$ cat config.mk
export PLATFORM = sky130hd
export DESIGN_NAME = irq_bank
export DESIGN_NICKNAME = d
export VERILOG_FILES = /design/src/rtl/irq_bank.v
export VERILOG_INCLUDE_DIRS = /design/src /design/src/rtl
export SDC_FILE = /design/constraint.sdc
export NUM_CORES = 1
export LEC_CHECK = 0
export BUFFER_PORTS_ARGS = -buffer_cell sky130_fd_sc_hd__buf_2
export CAP_MARGIN = 20
export CELL_PAD_IN_SITES_DETAIL_PLACEMENT = 0
export CELL_PAD_IN_SITES_GLOBAL_PLACEMENT = 1
export CORE_AREA = 5 5 100 102
export CTS_BUF_LIST = sky130_fd_sc_hd__clkbuf_16
export DETAILED_ROUTE_END_ITERATION = 8
export DIE_AREA = 0 0 105 107
export PLACE_DENSITY_LB_ADDON = 0.1
export SYNTH_ARGS = -nofsm -noshare
export SYNTH_HDL_FRONTEND = slang
export SYNTH_SLANG_ARGS = --single-unit
$ cat constraint.sdc
create_clock -name core_clk -period 3.1 [get_ports core_clk]
set_clock_uncertainty 0.1 [all_clocks]
set_input_delay 0.775 -clock core_clk [delete_from_list [all_inputs] [get_ports core_clk]]
set_output_delay 0.775 -clock core_clk [all_outputs]
set_load 0.03 [all_outputs]
$ cat src/rtl/irq_bank_regs.vh
`ifndef IRQ_BANK_REGS_VH
`define IRQ_BANK_REGS_VH

// register byte offsets on the apb bus
`define OFS_EDGE_SEL      8'h00
`define OFS_CTRL_A        8'h04
`define OFS_CTRL_B        8'h08
`define OFS_GROUP0        8'h0c
`define OFS_GROUP1        8'h10
`define OFS_HV_GUARD      8'h14

// implemented (writable) bits of each register
`define MASK_EDGE_SEL     8'h03
`define MASK_CTRL_A       8'h7f
`define MASK_CTRL_B       8'hff
`define MASK_GROUP0       8'h33
`define MASK_GROUP1       8'h77
`define MASK_HV_GUARD     8'h18

// reset values
`define RST_EDGE_SEL      8'h00
`define RST_CTRL_A        8'h00
`define RST_CTRL_B        8'h00
`define RST_GROUP0        8'h00
`define RST_GROUP1        8'h00
`define RST_HV_GUARD      8'h00

// edge select codes
`define EDGE_OFF          2'b00
`define EDGE_RISE         2'b01
`define EDGE_FALL         2'b10
`define EDGE_BOTH         2'b11

// control a fields
`define A_GIE             0
`define A_PIN_EN          1
`define A_OVT_EN          2
`define A_GRP0_EN         3
`define A_PIN_FLAG        4
`define A_OVT_FLAG        5
`define A_GRP0_FLAG       6

// control b fields
`define B_GRP1_EN         0
`define B_TICK0_EN        1
`define B_TICK1_EN        2
`define B_EE_EN           3
`define B_GRP1_FLAG       4
`define B_TICK0_FLAG      5
`define B_TICK1_FLAG      6
`define B_EE_FLAG         7

// group 0 fields
`define G0_T0P_EN         0
`define G0_T0A_EN         1
`define G0_T0P_FLAG       4
`define G0_T0A_FLAG       5

// group 1 fields
`define G1_T1P_EN         0
`define G1_T1A_EN         1
`define G1_ADC_EN         2
`define G1_T1P_FLAG       4
`define G1_T1A_FLAG       5
`define G1_ADC_FLAG       6

// high-voltage guard register fields
`define HV_OVT_STATUS     2
`define HV_GUARD_EN       3
`define HV_DRV_EN         4

// source indices, lowest index has highest priority
`define SRC_PIN           3'd0
`define SRC_OVT           3'd1
`define SRC_GRP0          3'd2
`define SRC_GRP1          3'd3
`define SRC_TICK0         3'd4
`define SRC_TICK1         3'd5
`define SRC_EE            3'd6

`endif

$ cat src/rtl/irq_bank.v
// Register access over APB and the register addresses were decided locally.
`include "irq_bank_regs.vh"

// Operation
// - edge field: off, rise, fall, both
// - selected pin edge sets pin flag
// - every source has flag and enable
// - control a bit 0 is global enable
// - control a flag and enable bit layout
// - control b flag and enable bit layout
// - group 0 timer0 compare bit layout
// - group 1 holds converter, timer1 bits
// - implemented bits read-write except overtemperature status, reset zero
// - unimplemented bits ignore writes, read zero
// - guarded overtemperature raises read-only status
// - guarded overtemperature sets thermal flag, may interrupt
// - flags set even when disabled
// - servicing clears global enable, flags keep recording
// - servicing thermal or tick clears flag
// - any set flag wakes device
module irq_bank (
  input  wire        core_clk,
  input  wire        sys_rst,
  input  wire        psel,
  input  wire        penable,
  input  wire        pwrite,
  input  wire [7:0]  paddr,
  input  wire [31:0] pwdata,
  output reg  [31:0] prdata,
  output reg         pready,
  output reg         pslverr,
  input  wire        ext_pin,
  input  wire        overtemp_in,
  input  wire        tick0_evt,
  input  wire        tick1_evt,
  input  wire        eeprom_done_evt,
  input  wire        conv_done_evt,
  input  wire        t0_cmp_a_evt,
  input  wire        t0_cmp_p_evt,
  input  wire        t1_cmp_a_evt,
  input  wire        t1_cmp_p_evt,
  input  wire        irq_ack,
  output reg         irq_req,
  output reg  [2:0]  irq_index,
  output reg         wake_req,
  output reg         hv_driver_enable,
  output reg         overtemp_guard_enable
);

  reg  [7:0] edge_q;
  reg  [7:0] ctrl_a_q;
  reg  [7:0] ctrl_b_q;
  reg  [7:0] grp0_q;
  reg  [7:0] grp1_q;
  reg  [7:0] hv_q;
  reg        ovt_status_q;
  reg        pin_prev_q;

  wire       wr_en;
  wire       rd_setup;
  wire       ack_ok;
  wire       pin_rise;
  wire       pin_fall;
  wire       pin_hit;
  wire       ovt_status_d;
  wire       grp0_hit;
  wire       grp1_hit;
  wire [6:0] pend;
  wire       any_pend;
  wire [7:0] set_a;
  wire [7:0] set_b;
  wire [7:0] set_g0;
  wire [7:0] set_g1;
  wire [7:0] clr_a;
  wire [7:0] clr_b;
  reg  [7:0] rd_byte;
  reg        rd_hit;
  wire       wr_edge;
  wire       wr_ctrl_a;
  wire       wr_ctrl_b;
  wire       wr_grp0;
  wire       wr_grp1;
  wire       wr_hv;
  wire       svc_ovt;
  wire       svc_tick0;
  wire       svc_tick1;
  wire [6:0] src_flag;
  wire [6:0] src_en;
  genvar     g;

  // write lands at the edge that closes the access phase
  assign wr_en    = psel & penable & pready & pwrite;
  assign rd_setup = psel & ~penable;
  assign ack_ok   = irq_ack & irq_req;

  // hardware set beats software write and service clear
  function [7:0] next_val;
    input [7:0] cur;
    input       wr;
    input [7:0] wdata;
    input [7:0] mask;
    input [7:0] set;
    input [7:0] clr;
    begin
      next_val = ((((wr ? wdata : cur) & ~clr) | set) & mask);
    end
  endfunction

  function [2:0] prio_pick;
    input [6:0] p;
    integer     k;
    begin
      prio_pick = `SRC_PIN;
      for (k = 6; k >= 0; k = k - 1) begin
        if (p[k]) begin
          prio_pick = k[2:0];
        end
      end
    end
  endfunction

  // register decode shared by the six write strobes
  function reg_sel;
    input [7:0] addr;
    input [7:0] ofs;
    begin
      reg_sel = (addr == ofs);
    end
  endfunction

  function edge_match;
    input [1:0] sel;
    input       rise;
    input       fall;
    begin
      case (sel)
        `EDGE_RISE: begin
          edge_match = rise;
        end
        `EDGE_FALL: begin
          edge_match = fall;
        end
        `EDGE_BOTH: begin
          edge_match = rise | fall;
        end
        default: begin
          edge_match = 1'b0;
        end
      endcase
    end
  endfunction

  // one write strobe per register, all qualified by the completed access
  assign wr_edge   = wr_en & reg_sel(paddr, `OFS_EDGE_SEL);
  assign wr_ctrl_a = wr_en & reg_sel(paddr, `OFS_CTRL_A);
  assign wr_ctrl_b = wr_en & reg_sel(paddr, `OFS_CTRL_B);
  assign wr_grp0   = wr_en & reg_sel(paddr, `OFS_GROUP0);
  assign wr_grp1   = wr_en & reg_sel(paddr, `OFS_GROUP1);
  assign wr_hv     = wr_en & reg_sel(paddr, `OFS_HV_GUARD);

  // service of a source that clears its own flag
  assign svc_ovt   = ack_ok & (irq_index == `SRC_OVT);
  assign svc_tick0 = ack_ok & (irq_index == `SRC_TICK0);
  assign svc_tick1 = ack_ok & (irq_index == `SRC_TICK1);

  assign pin_rise = ext_pin & ~pin_prev_q;
  assign pin_fall = ~ext_pin & pin_prev_q;
  assign pin_hit  = edge_match(edge_q[1:0], pin_rise, pin_fall);

  assign ovt_status_d = hv_q[`HV_GUARD_EN] & overtemp_in;

  assign grp0_hit = (grp0_q[`G0_T0A_FLAG] & grp0_q[`G0_T0A_EN]) |
                    (grp0_q[`G0_T0P_FLAG] & grp0_q[`G0_T0P_EN]);
  assign grp1_hit = (grp1_q[`G1_ADC_FLAG] & grp1_q[`G1_ADC_EN]) |
                    (grp1_q[`G1_T1A_FLAG] & grp1_q[`G1_T1A_EN]) |
                    (grp1_q[`G1_T1P_FLAG] & grp1_q[`G1_T1P_EN]);

  assign set_a = {1'b0, grp0_hit, ovt_status_d & ~ovt_status_q, pin_hit, 4'h0};
  assign set_b = {eeprom_done_evt, tick1_evt, tick0_evt, grp1_hit, 4'h0};
  assign set_g0 = {2'b00, t0_cmp_a_evt, t0_cmp_p_evt, 4'h0};
  assign set_g1 = {1'b0, conv_done_evt, t1_cmp_a_evt, t1_cmp_p_evt, 4'h0};

  // service clears global enable, and thermal or tick flag of the served source
  assign clr_a = {2'b00, svc_ovt, 4'h0, ack_ok};
  assign clr_b = {1'b0, svc_tick1, svc_tick0, 5'h00};

  // source vectors in priority order, bit number equals the source index
  assign src_flag = {ctrl_b_q[`B_EE_FLAG],
                     ctrl_b_q[`B_TICK1_FLAG],
                     ctrl_b_q[`B_TICK0_FLAG],
                     ctrl_b_q[`B_GRP1_FLAG],
                     ctrl_a_q[`A_GRP0_FLAG],
                     ctrl_a_q[`A_OVT_FLAG],
                     ctrl_a_q[`A_PIN_FLAG]};
  assign src_en   = {ctrl_b_q[`B_EE_EN],
                     ctrl_b_q[`B_TICK1_EN],
                     ctrl_b_q[`B_TICK0_EN],
                     ctrl_b_q[`B_GRP1_EN],
                     ctrl_a_q[`A_GRP0_EN],
                     ctrl_a_q[`A_OVT_EN],
                     ctrl_a_q[`A_PIN_EN]};

  // a flag without its enable stays recorded but never requests
  generate
    for (g = 0; g < 7; g = g + 1) begin : gen_pend
      assign pend[g] = src_flag[g] & src_en[g];
    end
  endgenerate
  assign any_pend = |pend;

  always @* begin
    rd_byte = 8'h00;
    rd_hit  = 1'b1;
    case (paddr)
      `OFS_EDGE_SEL: begin
        rd_byte = edge_q;
      end
      `OFS_CTRL_A: begin
        rd_byte = ctrl_a_q;
      end
      `OFS_CTRL_B: begin
        rd_byte = ctrl_b_q;
      end
      `OFS_GROUP0: begin
        rd_byte = grp0_q;
      end
      `OFS_GROUP1: begin
        rd_byte = grp1_q;
      end
      `OFS_HV_GUARD: begin
        rd_byte = hv_q | {5'h00, ovt_status_q, 2'b00};
      end
      default: begin
        rd_hit = 1'b0;
      end
    endcase
  end

  // zero-wait apb slave: ready in the first access cycle
  always @(posedge core_clk) begin
    if (sys_rst) begin
      pready  <= 1'b0;
      pslverr <= 1'b0;
      prdata  <= 32'h0000_0000;
    end else begin
      pready  <= rd_setup;
      pslverr <= rd_setup & ~rd_hit;
      if (rd_setup) begin
        prdata <= {24'h00_0000, rd_byte};
      end
    end
  end

  // event history: previous pin level and registered over-temperature status
  always @(posedge core_clk) begin
    if (sys_rst) begin
      ovt_status_q <= 1'b0;
      pin_prev_q   <= 1'b0;
    end else begin
      pin_prev_q   <= ext_pin;
      ovt_status_q <= ovt_status_d;
    end
  end

  always @(posedge core_clk) begin
    if (sys_rst) begin
      edge_q <= `RST_EDGE_SEL;
    end else begin
      edge_q <= next_val(edge_q, wr_edge, pwdata[7:0], `MASK_EDGE_SEL,
                         8'h00, 8'h00);
    end
  end

  always @(posedge core_clk) begin
    if (sys_rst) begin
      ctrl_a_q <= `RST_CTRL_A;
    end else begin
      ctrl_a_q <= next_val(ctrl_a_q, wr_ctrl_a, pwdata[7:0], `MASK_CTRL_A,
                           set_a, clr_a);
    end
  end

  always @(posedge core_clk) begin
    if (sys_rst) begin
      ctrl_b_q <= `RST_CTRL_B;
    end else begin
      ctrl_b_q <= next_val(ctrl_b_q, wr_ctrl_b, pwdata[7:0], `MASK_CTRL_B,
                           set_b, clr_b);
    end
  end

  always @(posedge core_clk) begin
    if (sys_rst) begin
      grp0_q <= `RST_GROUP0;
    end else begin
      grp0_q <= next_val(grp0_q, wr_grp0, pwdata[7:0], `MASK_GROUP0,
                         set_g0, 8'h00);
    end
  end

  always @(posedge core_clk) begin
    if (sys_rst) begin
      grp1_q <= `RST_GROUP1;
    end else begin
      grp1_q <= next_val(grp1_q, wr_grp1, pwdata[7:0], `MASK_GROUP1,
                         set_g1, 8'h00);
    end
  end

  always @(posedge core_clk) begin
    if (sys_rst) begin
      hv_q <= `RST_HV_GUARD;
    end else begin
      hv_q <= next_val(hv_q, wr_hv, pwdata[7:0], `MASK_HV_GUARD,
                       8'h00, 8'h00);
    end
  end

  // request to the core, dropped on the acknowledge edge
  always @(posedge core_clk) begin
    if (sys_rst) begin
      irq_req               <= 1'b0;
      irq_index             <= `SRC_PIN;
      wake_req              <= 1'b0;
    end else begin
      irq_req   <= ctrl_a_q[`A_GIE] & any_pend & ~ack_ok;
      if (~irq_req | ack_ok) begin
        irq_index <= prio_pick(pend);
      end
      wake_req  <= (|(ctrl_a_q & 8'h70)) | (|(ctrl_b_q & 8'hf0)) |
                   (|(grp0_q & 8'h30)) | (|(grp1_q & 8'h70));
    end
  end

  // driver control pins mirror the guard register; software orders the writes
  always @(posedge core_clk) begin
    if (sys_rst) begin
      hv_driver_enable      <= 1'b0;
      overtemp_guard_enable <= 1'b0;
    end else begin
      hv_driver_enable      <= hv_q[`HV_DRV_EN];
      overtemp_guard_enable <= hv_q[`HV_GUARD_EN];
    end
  end

endmodule // irq_bank

==> results.py, run 1 <==
metrics = {
    "power": {
        "p_leak_nw": 1.32,
        "ir_worst_vdd_v": 0.000189,
        "power_density_nw_per_um2": 454,
    },
    "timing": {
        "setup_tns_ns": 0,
        "rsz0062_at_grt": "false",
        "timing.final.crit_share_pct": 75.4,
        "maxSlewViolCount": 0,
        "finalSetupViolCount": 0,
        "setup_slack_ns": 0.762,
        "max_slew_margin_pct": 53.9,
        "hold_viol": 0,
        "finalCriticalPeriod_ns": 2.34,
        "tightest_slew_ns": 0.689,
        "max_freq_mhz": 428,
    },
    "worst_setup_path": {
        "slowest_stage": "or4b_1",
        "worst-path-buf-inv": 2,
        "path_cells": "buf_2 -> or4b_1 -> or3_1 -> buf_4 -> a221oi_2 -> o31a_1",
        "path_class": "in2reg",
        "r2r-start": "pready",
        "cp-start-kind": "input pin",
        "required_ns": 3.23,
        "r2r.worst_path.cells": 4,
        "slowest_delay_ns": 0.51,
        "rrSetupSlack_ns": 1.25,
        "cp.arrival_ns": 2.47,
        "critPathCaptureType": "register",
        "cp_top_family": "simple AND/OR/NAND/NOR gates",
        "r2r_end": "grp0_q[1]",
        "critPathMaxFanout": 10,
    },
    "place": {
        "dp_slack_ns": 0.480,
        "io_buffer_count": 48,
        "numPlacedInstances": 423,
        "postPlaceCellArea_um2": 2740,
        "gp_congestion": 0.833,
        "dp_hpwl_um": 5690,
    },
    "min_path": {
        "hp-class": "reg2reg",
        "worstHoldStart": "prdata[7]",
        "holdPathStages": 2,
        "hold_path_end": "prdata[7]",
    },
    "yosys": {
        "synthArstFlopShare_pct": 0,
        "yosysMostFrequentCell": "dfxtp_1",
        "synth_edf_count": 0,
        "synth_common_cells": "dfxtp_1 (48), mux2i_1 (28), nor2_1 (27)",
        "yosysWarningCount": 0,
        "ys_seq_area_share_pct": 39.2,
        "yosys_most_used_dff": "dfxtp_1",
        "ys_seq_elements": 48,
        "syn_area_um2": 2450,
        "synthCells": 269,
        "yosys-top-cells-area": "dfxtp_1 (39%), mux2i_1 (11%), buf_4 (7.4%), nor2_1 (4.1%), a22o_1 (3.2%)",
        "synth_top_area_cell": "dfxtp_1",
        "synth.distinct_cells": 50,
        "yosysTopAreaCellShare_pct": 39.2,
        "syn_area_per_cell_um2": 9.10,
    },
    "clock_tree": {
        "insertion_delay_ns": 0.29,
        "cts_hold_buf": 0,
        "cts.htree.levels": 2,
        "clk_pin_slew_ns": 0.06,
        "cts_resized": 0,
        "ctsRootBufferMaster": "clkbuf_16",
        "clock_path_buffers": 2,
        "cts_tree": "done",
        "post_cts_buffers": 0,
        "cts_made_buffers": 5,
        "clock-sinks": 48,
    },
    "drt": {
        "met2_length_um": 3230,
        "num_vias": 2088,
        "drt_first_iter_violations": 93,
        "wl_met1_um": 3560,
        "wirelength_um": 7440,
        "first_pass_iters": 5,
        "dr_wl_met3_um": 499,
        "routed.top_layer": "met4",
        "drt-wirelength-per-cell_um": 17.3,
        "viasPerCell": 4.84,
        "detail-route-antenna-nets": 0,
        "drc": 0,
    },
    "grt": {
        "antenna_found_initial": 0,
        "grt_pass1_vias": 2097,
        "grt_max_degree": 41,
        "globalRouteOverflowTotal": 0,
        "grt_use_total_pct": 13.2,
        "grt_pass1_wl_um": 11700,
    },
    "floorplanning": {
        "initial_core_util_pct": 27.1,
        "die_area_um2": 11200,
        "core_um2": 9020,
        "die_w_um": 105,
        "die_y_um": 107,
        "io_pins": 97,
        "core.rowCount": 35,
    },
    "layout": {
        "fin_area_um2": 2880,
        "drive_above_1_share_pct": 22.2,
        "antenna_cells": 0,
        "syn_to_final_growth_pct": 17.4,
        "fin_nets": 377,
        "final_cells": 431,
    },
    "outcome": {
        "status": "complete, no violations",
    },
    "run": {
        "drv_cap": 0,
    },
}
[worst reg2reg max path, stage by stage (launching register included)]
cell and delay, ns:
dfxtp_1 0.34, and4_1 0.50, and4b_1 0.51, mux2i_1 0.23
nor2_1 0.05
[flip-flops by register name, indices dropped and copies added (netlist names), 2 cells and up]
register and flops:
ctrl_a_q 7, edge_q 2, prdata 8, hv_q 2, irq_index 3, grp0_q 4
ctrl_b_q 8, grp1_q 6
[per-stage QoR]
stage          hold slack [ns]  utilization, %  power (mW)
2_1_floorplan            0.308               -       0.763
3_3_place_gp             0.333            30.3       0.792
3_5_place_dp             0.333            30.3       0.791
4_1_cts                  0.351            31.9        1.32
5_1_grt                  0.375            31.9        1.35
6_report                 0.351            31.9        1.31
[final cells by class]
class / count / area (um^2)
Clock buffer: 5 / 125
Timing Repair Buffer: 57 / 308
Tap cell: 111 / 139
Inverter: 6 / 22.5
Fill cell: 990 / 6150
Sequential cell: 48 / 961
Multi-Input combinational cell: 201 / 1310
Clock inverter: 3 / 15.0
[cell families (layout without fill, tap and decap cells)]
group	Yosys count	after routing	share of synthesized area (%)
buffers and inverters	43	71	11.0
AOI/OAI and AO/OA	58	58	17.3
muxes	31	31	12.8
other	1	24	0.153
adders and majority gates	2	2	1.02
DFF	48	48	39.2
and+or+nand+nor	86	86	18.4
[worst max path at each step]
| stage | slack, ns | end | from | depth (start not counted) |
|---|---|---|---|---|
| floorplan | 0.71 | ctrl_b_q[5] | paddr[2] | 6 |
| global placement | 0.51 | ctrl_b_q[5] | paddr[3] | 6 |
| detailed placement | 0.48 | ctrl_b_q[5] | paddr[3] | 6 |
| CTS | 0.77 | ctrl_b_q[5] | paddr[3] | 6 |
| global route | 0.67 | ctrl_b_q[5] | paddr[3] | 6 |
| finish | 0.76 | ctrl_b_q[5] | paddr[3] | 6 |
[where the power goes]
| part | switching, mW | internal [mW] | leakage (nW) | total, mW |
|---|---|---|---|---|
| Combinational | 0.0988 | 0.0407 | 0.858 | 0.139 |
| Clock | 0.234 | 0.294 | 0.0687 | 0.528 |
| Sequential | 0.0117 | 0.627 | 0.390 | 0.638 |
| Total | 0.345 | 0.961 | 1.32 | 1.31 |
[per-layer routing]
layer	GRT usage, %	vias up
li1	-	1036
met1	18.0	976
met2	20.3	64
met3	3.49	12
met4	4.11	0
met5	0	-
[layout by cell type (no fill, tap or decap), types with 4 or more instances in the layout]
cell type and n:
a21oi_1 14, a22o_1 9, a22oi_1 5, a32oi_1 4
buf_2 48, buf_4 9, clkbuf_16 5, conb_1 24
dfxtp_1 48, inv_1 7, mux2i_1 28, nand2_1 14
nand3_1 4, nand4_1 7, nor2_1 27, nor2b_1 7
nor4_1 7, o21ai_0 6
Note: power is estimated with default switching activity, not from simulation.
==> run 2, diff against run 1 <==
Clock period 3.1 ns to 1.9 ns, I/O delays scaled along.
==> results.py, run 2 (synthesized netlist as in run 1, its figures left out) <==
metrics = {
    "layout": {
        "drive_above_1_share_pct": 28.9,
        "final_cells": 454,
        "antenna_cells": 0,
        "mostFrequentLayoutCells": "dfxtp_1 (48), buf_2 (48), buf_4 (30), mux2i_1 (28), nor2_1 (27)",
        "final_core_utilization_pct": 34.4,
        "fin_area_um2": 3110,
        "syn_to_final_growth_pct": 26.9,
        "top_regs": "ctrl_b_q x8, prdata x8, ctrl_a_q x7",
        "fin_nets": 400,
        "num-fill-cells": 938,
    },
    "floorplanning": {
        "io_pins": 97,
        "initial_core_util_pct": 27.1,
        "core.rowCount": 35,
        "die_w_um": 105,
        "die_y_um": 107,
        "die_area_um2": 11200,
        "core_um2": 9020,
    },
    "timing": {
        "hold_viol": 0,
        "finalCriticalPeriod_ns": 1.87,
        "finalSetupViolCount": 0,
        "setup_slack_ns": 0.0308,
        "maxSlewViolCount": 0,
        "whs_ns": 0.302,
        "rsz0062_at_grt": "true",
        "max_freq_mhz": 535,
        "timing.final.crit_share_pct": 98.4,
        "setup_tns_ns": 0,
    },
    "grt": {
        "grt_pass1_wl_um": 11700,
        "grt_pass1_vias": 2071,
        "grt_use_total_pct": 13.3,
        "antenna_found_initial": 0,
        "grt_max_degree": 29,
        "globalRouteOverflowTotal": 0,
    },
    "min_path": {
        "holdPathStages": 3,
        "hp-class": "in2reg",
        "hold_path_end": "ovt_status_q",
        "worstHoldStart": "overtemp_in",
    },
    "worst_setup_path": {
        "critPathCaptureType": "register",
        "r2r_end": "ctrl_a_q[5]",
        "required_ns": 2.03,
        "path_class": "in2reg",
        "slowest_delay_ns": 0.54,
        "path_cells": "buf_2 -> or4_4 -> or3_4 -> buf_6 -> a221oi_2 -> o31a_1",
        "rrSetupSlack_ns": 0.33,
        "slowest_stage": "or4_4",
        "r2r.worst_path.cells": 6,
        "cp-start-kind": "input pin",
        "critPathMaxFanout": 5,
        "r2r-start": "pready",
        "cp.arrival_ns": 2.00,
    },
    "drt": {
        "drt_first_iter_violations": 109,
        "viasPerCell": 4.72,
        "wirelength_um": 7470,
        "detail-route-antenna-nets": 0,
        "num_vias": 2142,
        "drc": 0,
        "drt-wirelength-per-cell_um": 16.5,
        "first_pass_iters": 4,
    },
    "power": {
        "p_leak_nw": 1.46,
        "ir_worst_vdd_v": 0.000452,
        "power_mw": 2.28,
        "power_density_nw_per_um2": 734,
    },
    "clock_tree": {
        "clk_pin_slew_ns": 0.06,
        "post_cts_buffers": 0,
        "clock_path_buffers": 2,
        "cts_made_buffers": 5,
        "ctsRootBufferMaster": "clkbuf_16",
        "cts_tree": "done",
        "clock-sinks": 48,
        "insertion_delay_ns": 0.29,
        "cts.htree.levels": 2,
    },
    "run": {
        "drv_cap": 0,
    },
    "place": {
        "numPlacedInstances": 446,
        "io_buffer_count": 48,
        "dp_hpwl_um": 5880,
        "gp_congestion": 0.769,
        "dp_slack_ns": -0.335,
        "postPlaceCellArea_um2": 2930,
    },
    "outcome": {
        "status": "complete, no violations",
    },
}
## run 2: cell type report
class                      instances  area (um^2)  area share [%]
sequential                        48          961            30.9
timing repair buffer              80          497            16.0
clock buffer                       5          125            4.03
multi-input combinational        201         1320            42.6
tap                              111          139            4.47
inverter                           6         22.5           0.725
clock inverter                     3         38.8            1.25
## run 2: how the worst max path moves through the flow
stage                         from     endpoint  slack [ns]  depth (start not counted)
after floorplan           paddr[2]  ctrl_b_q[5]       -0.12                          6
after global placement    paddr[7]  ctrl_b_q[5]       -0.31                          6
after detailed placement  paddr[7]  ctrl_b_q[5]       -0.34                          6
after CTS                 paddr[7]  ctrl_b_q[5]        0.02                          6
after global routing      paddr[7]  ctrl_b_q[5]       -0.03                          6
final                     paddr[7]  ctrl_b_q[5]        0.03                          6
## run 2: where the power goes
group | leakage, nW | switching [mW] | internal, mW
registers | 0.390 | 0.0181 | 1.02
logic | 0.985 | 0.168 | 0.0874
clock network | 0.0850 | 0.370 | 0.614
total | 1.46 | 0.556 | 1.72
## run 2: worst max-delay path, delay by kind of cell
kind / cells / cell delay (ns)
compound gates: 2 / 0.36
buf+inv: 2 / 0.24
simple gates: 2 / 0.93
## run 2: layer usage
layer	up-vias	part of all wire, %	global-route usage, %
met5	-	0	0
li1	1083	-	-
met1	996	49	19.0
met3	7	5.0	2.71
met2	56	46	20.3
met4	0	0.70	3.29
## run 2: repair_timing
action | 4_1_cts | 5_1_grt
hold endpoints to repair | 0 | 0
hold buffers | 0 | 0
resized for setup | 4 | 0
endpoints found under the setup margin | 1 | 1
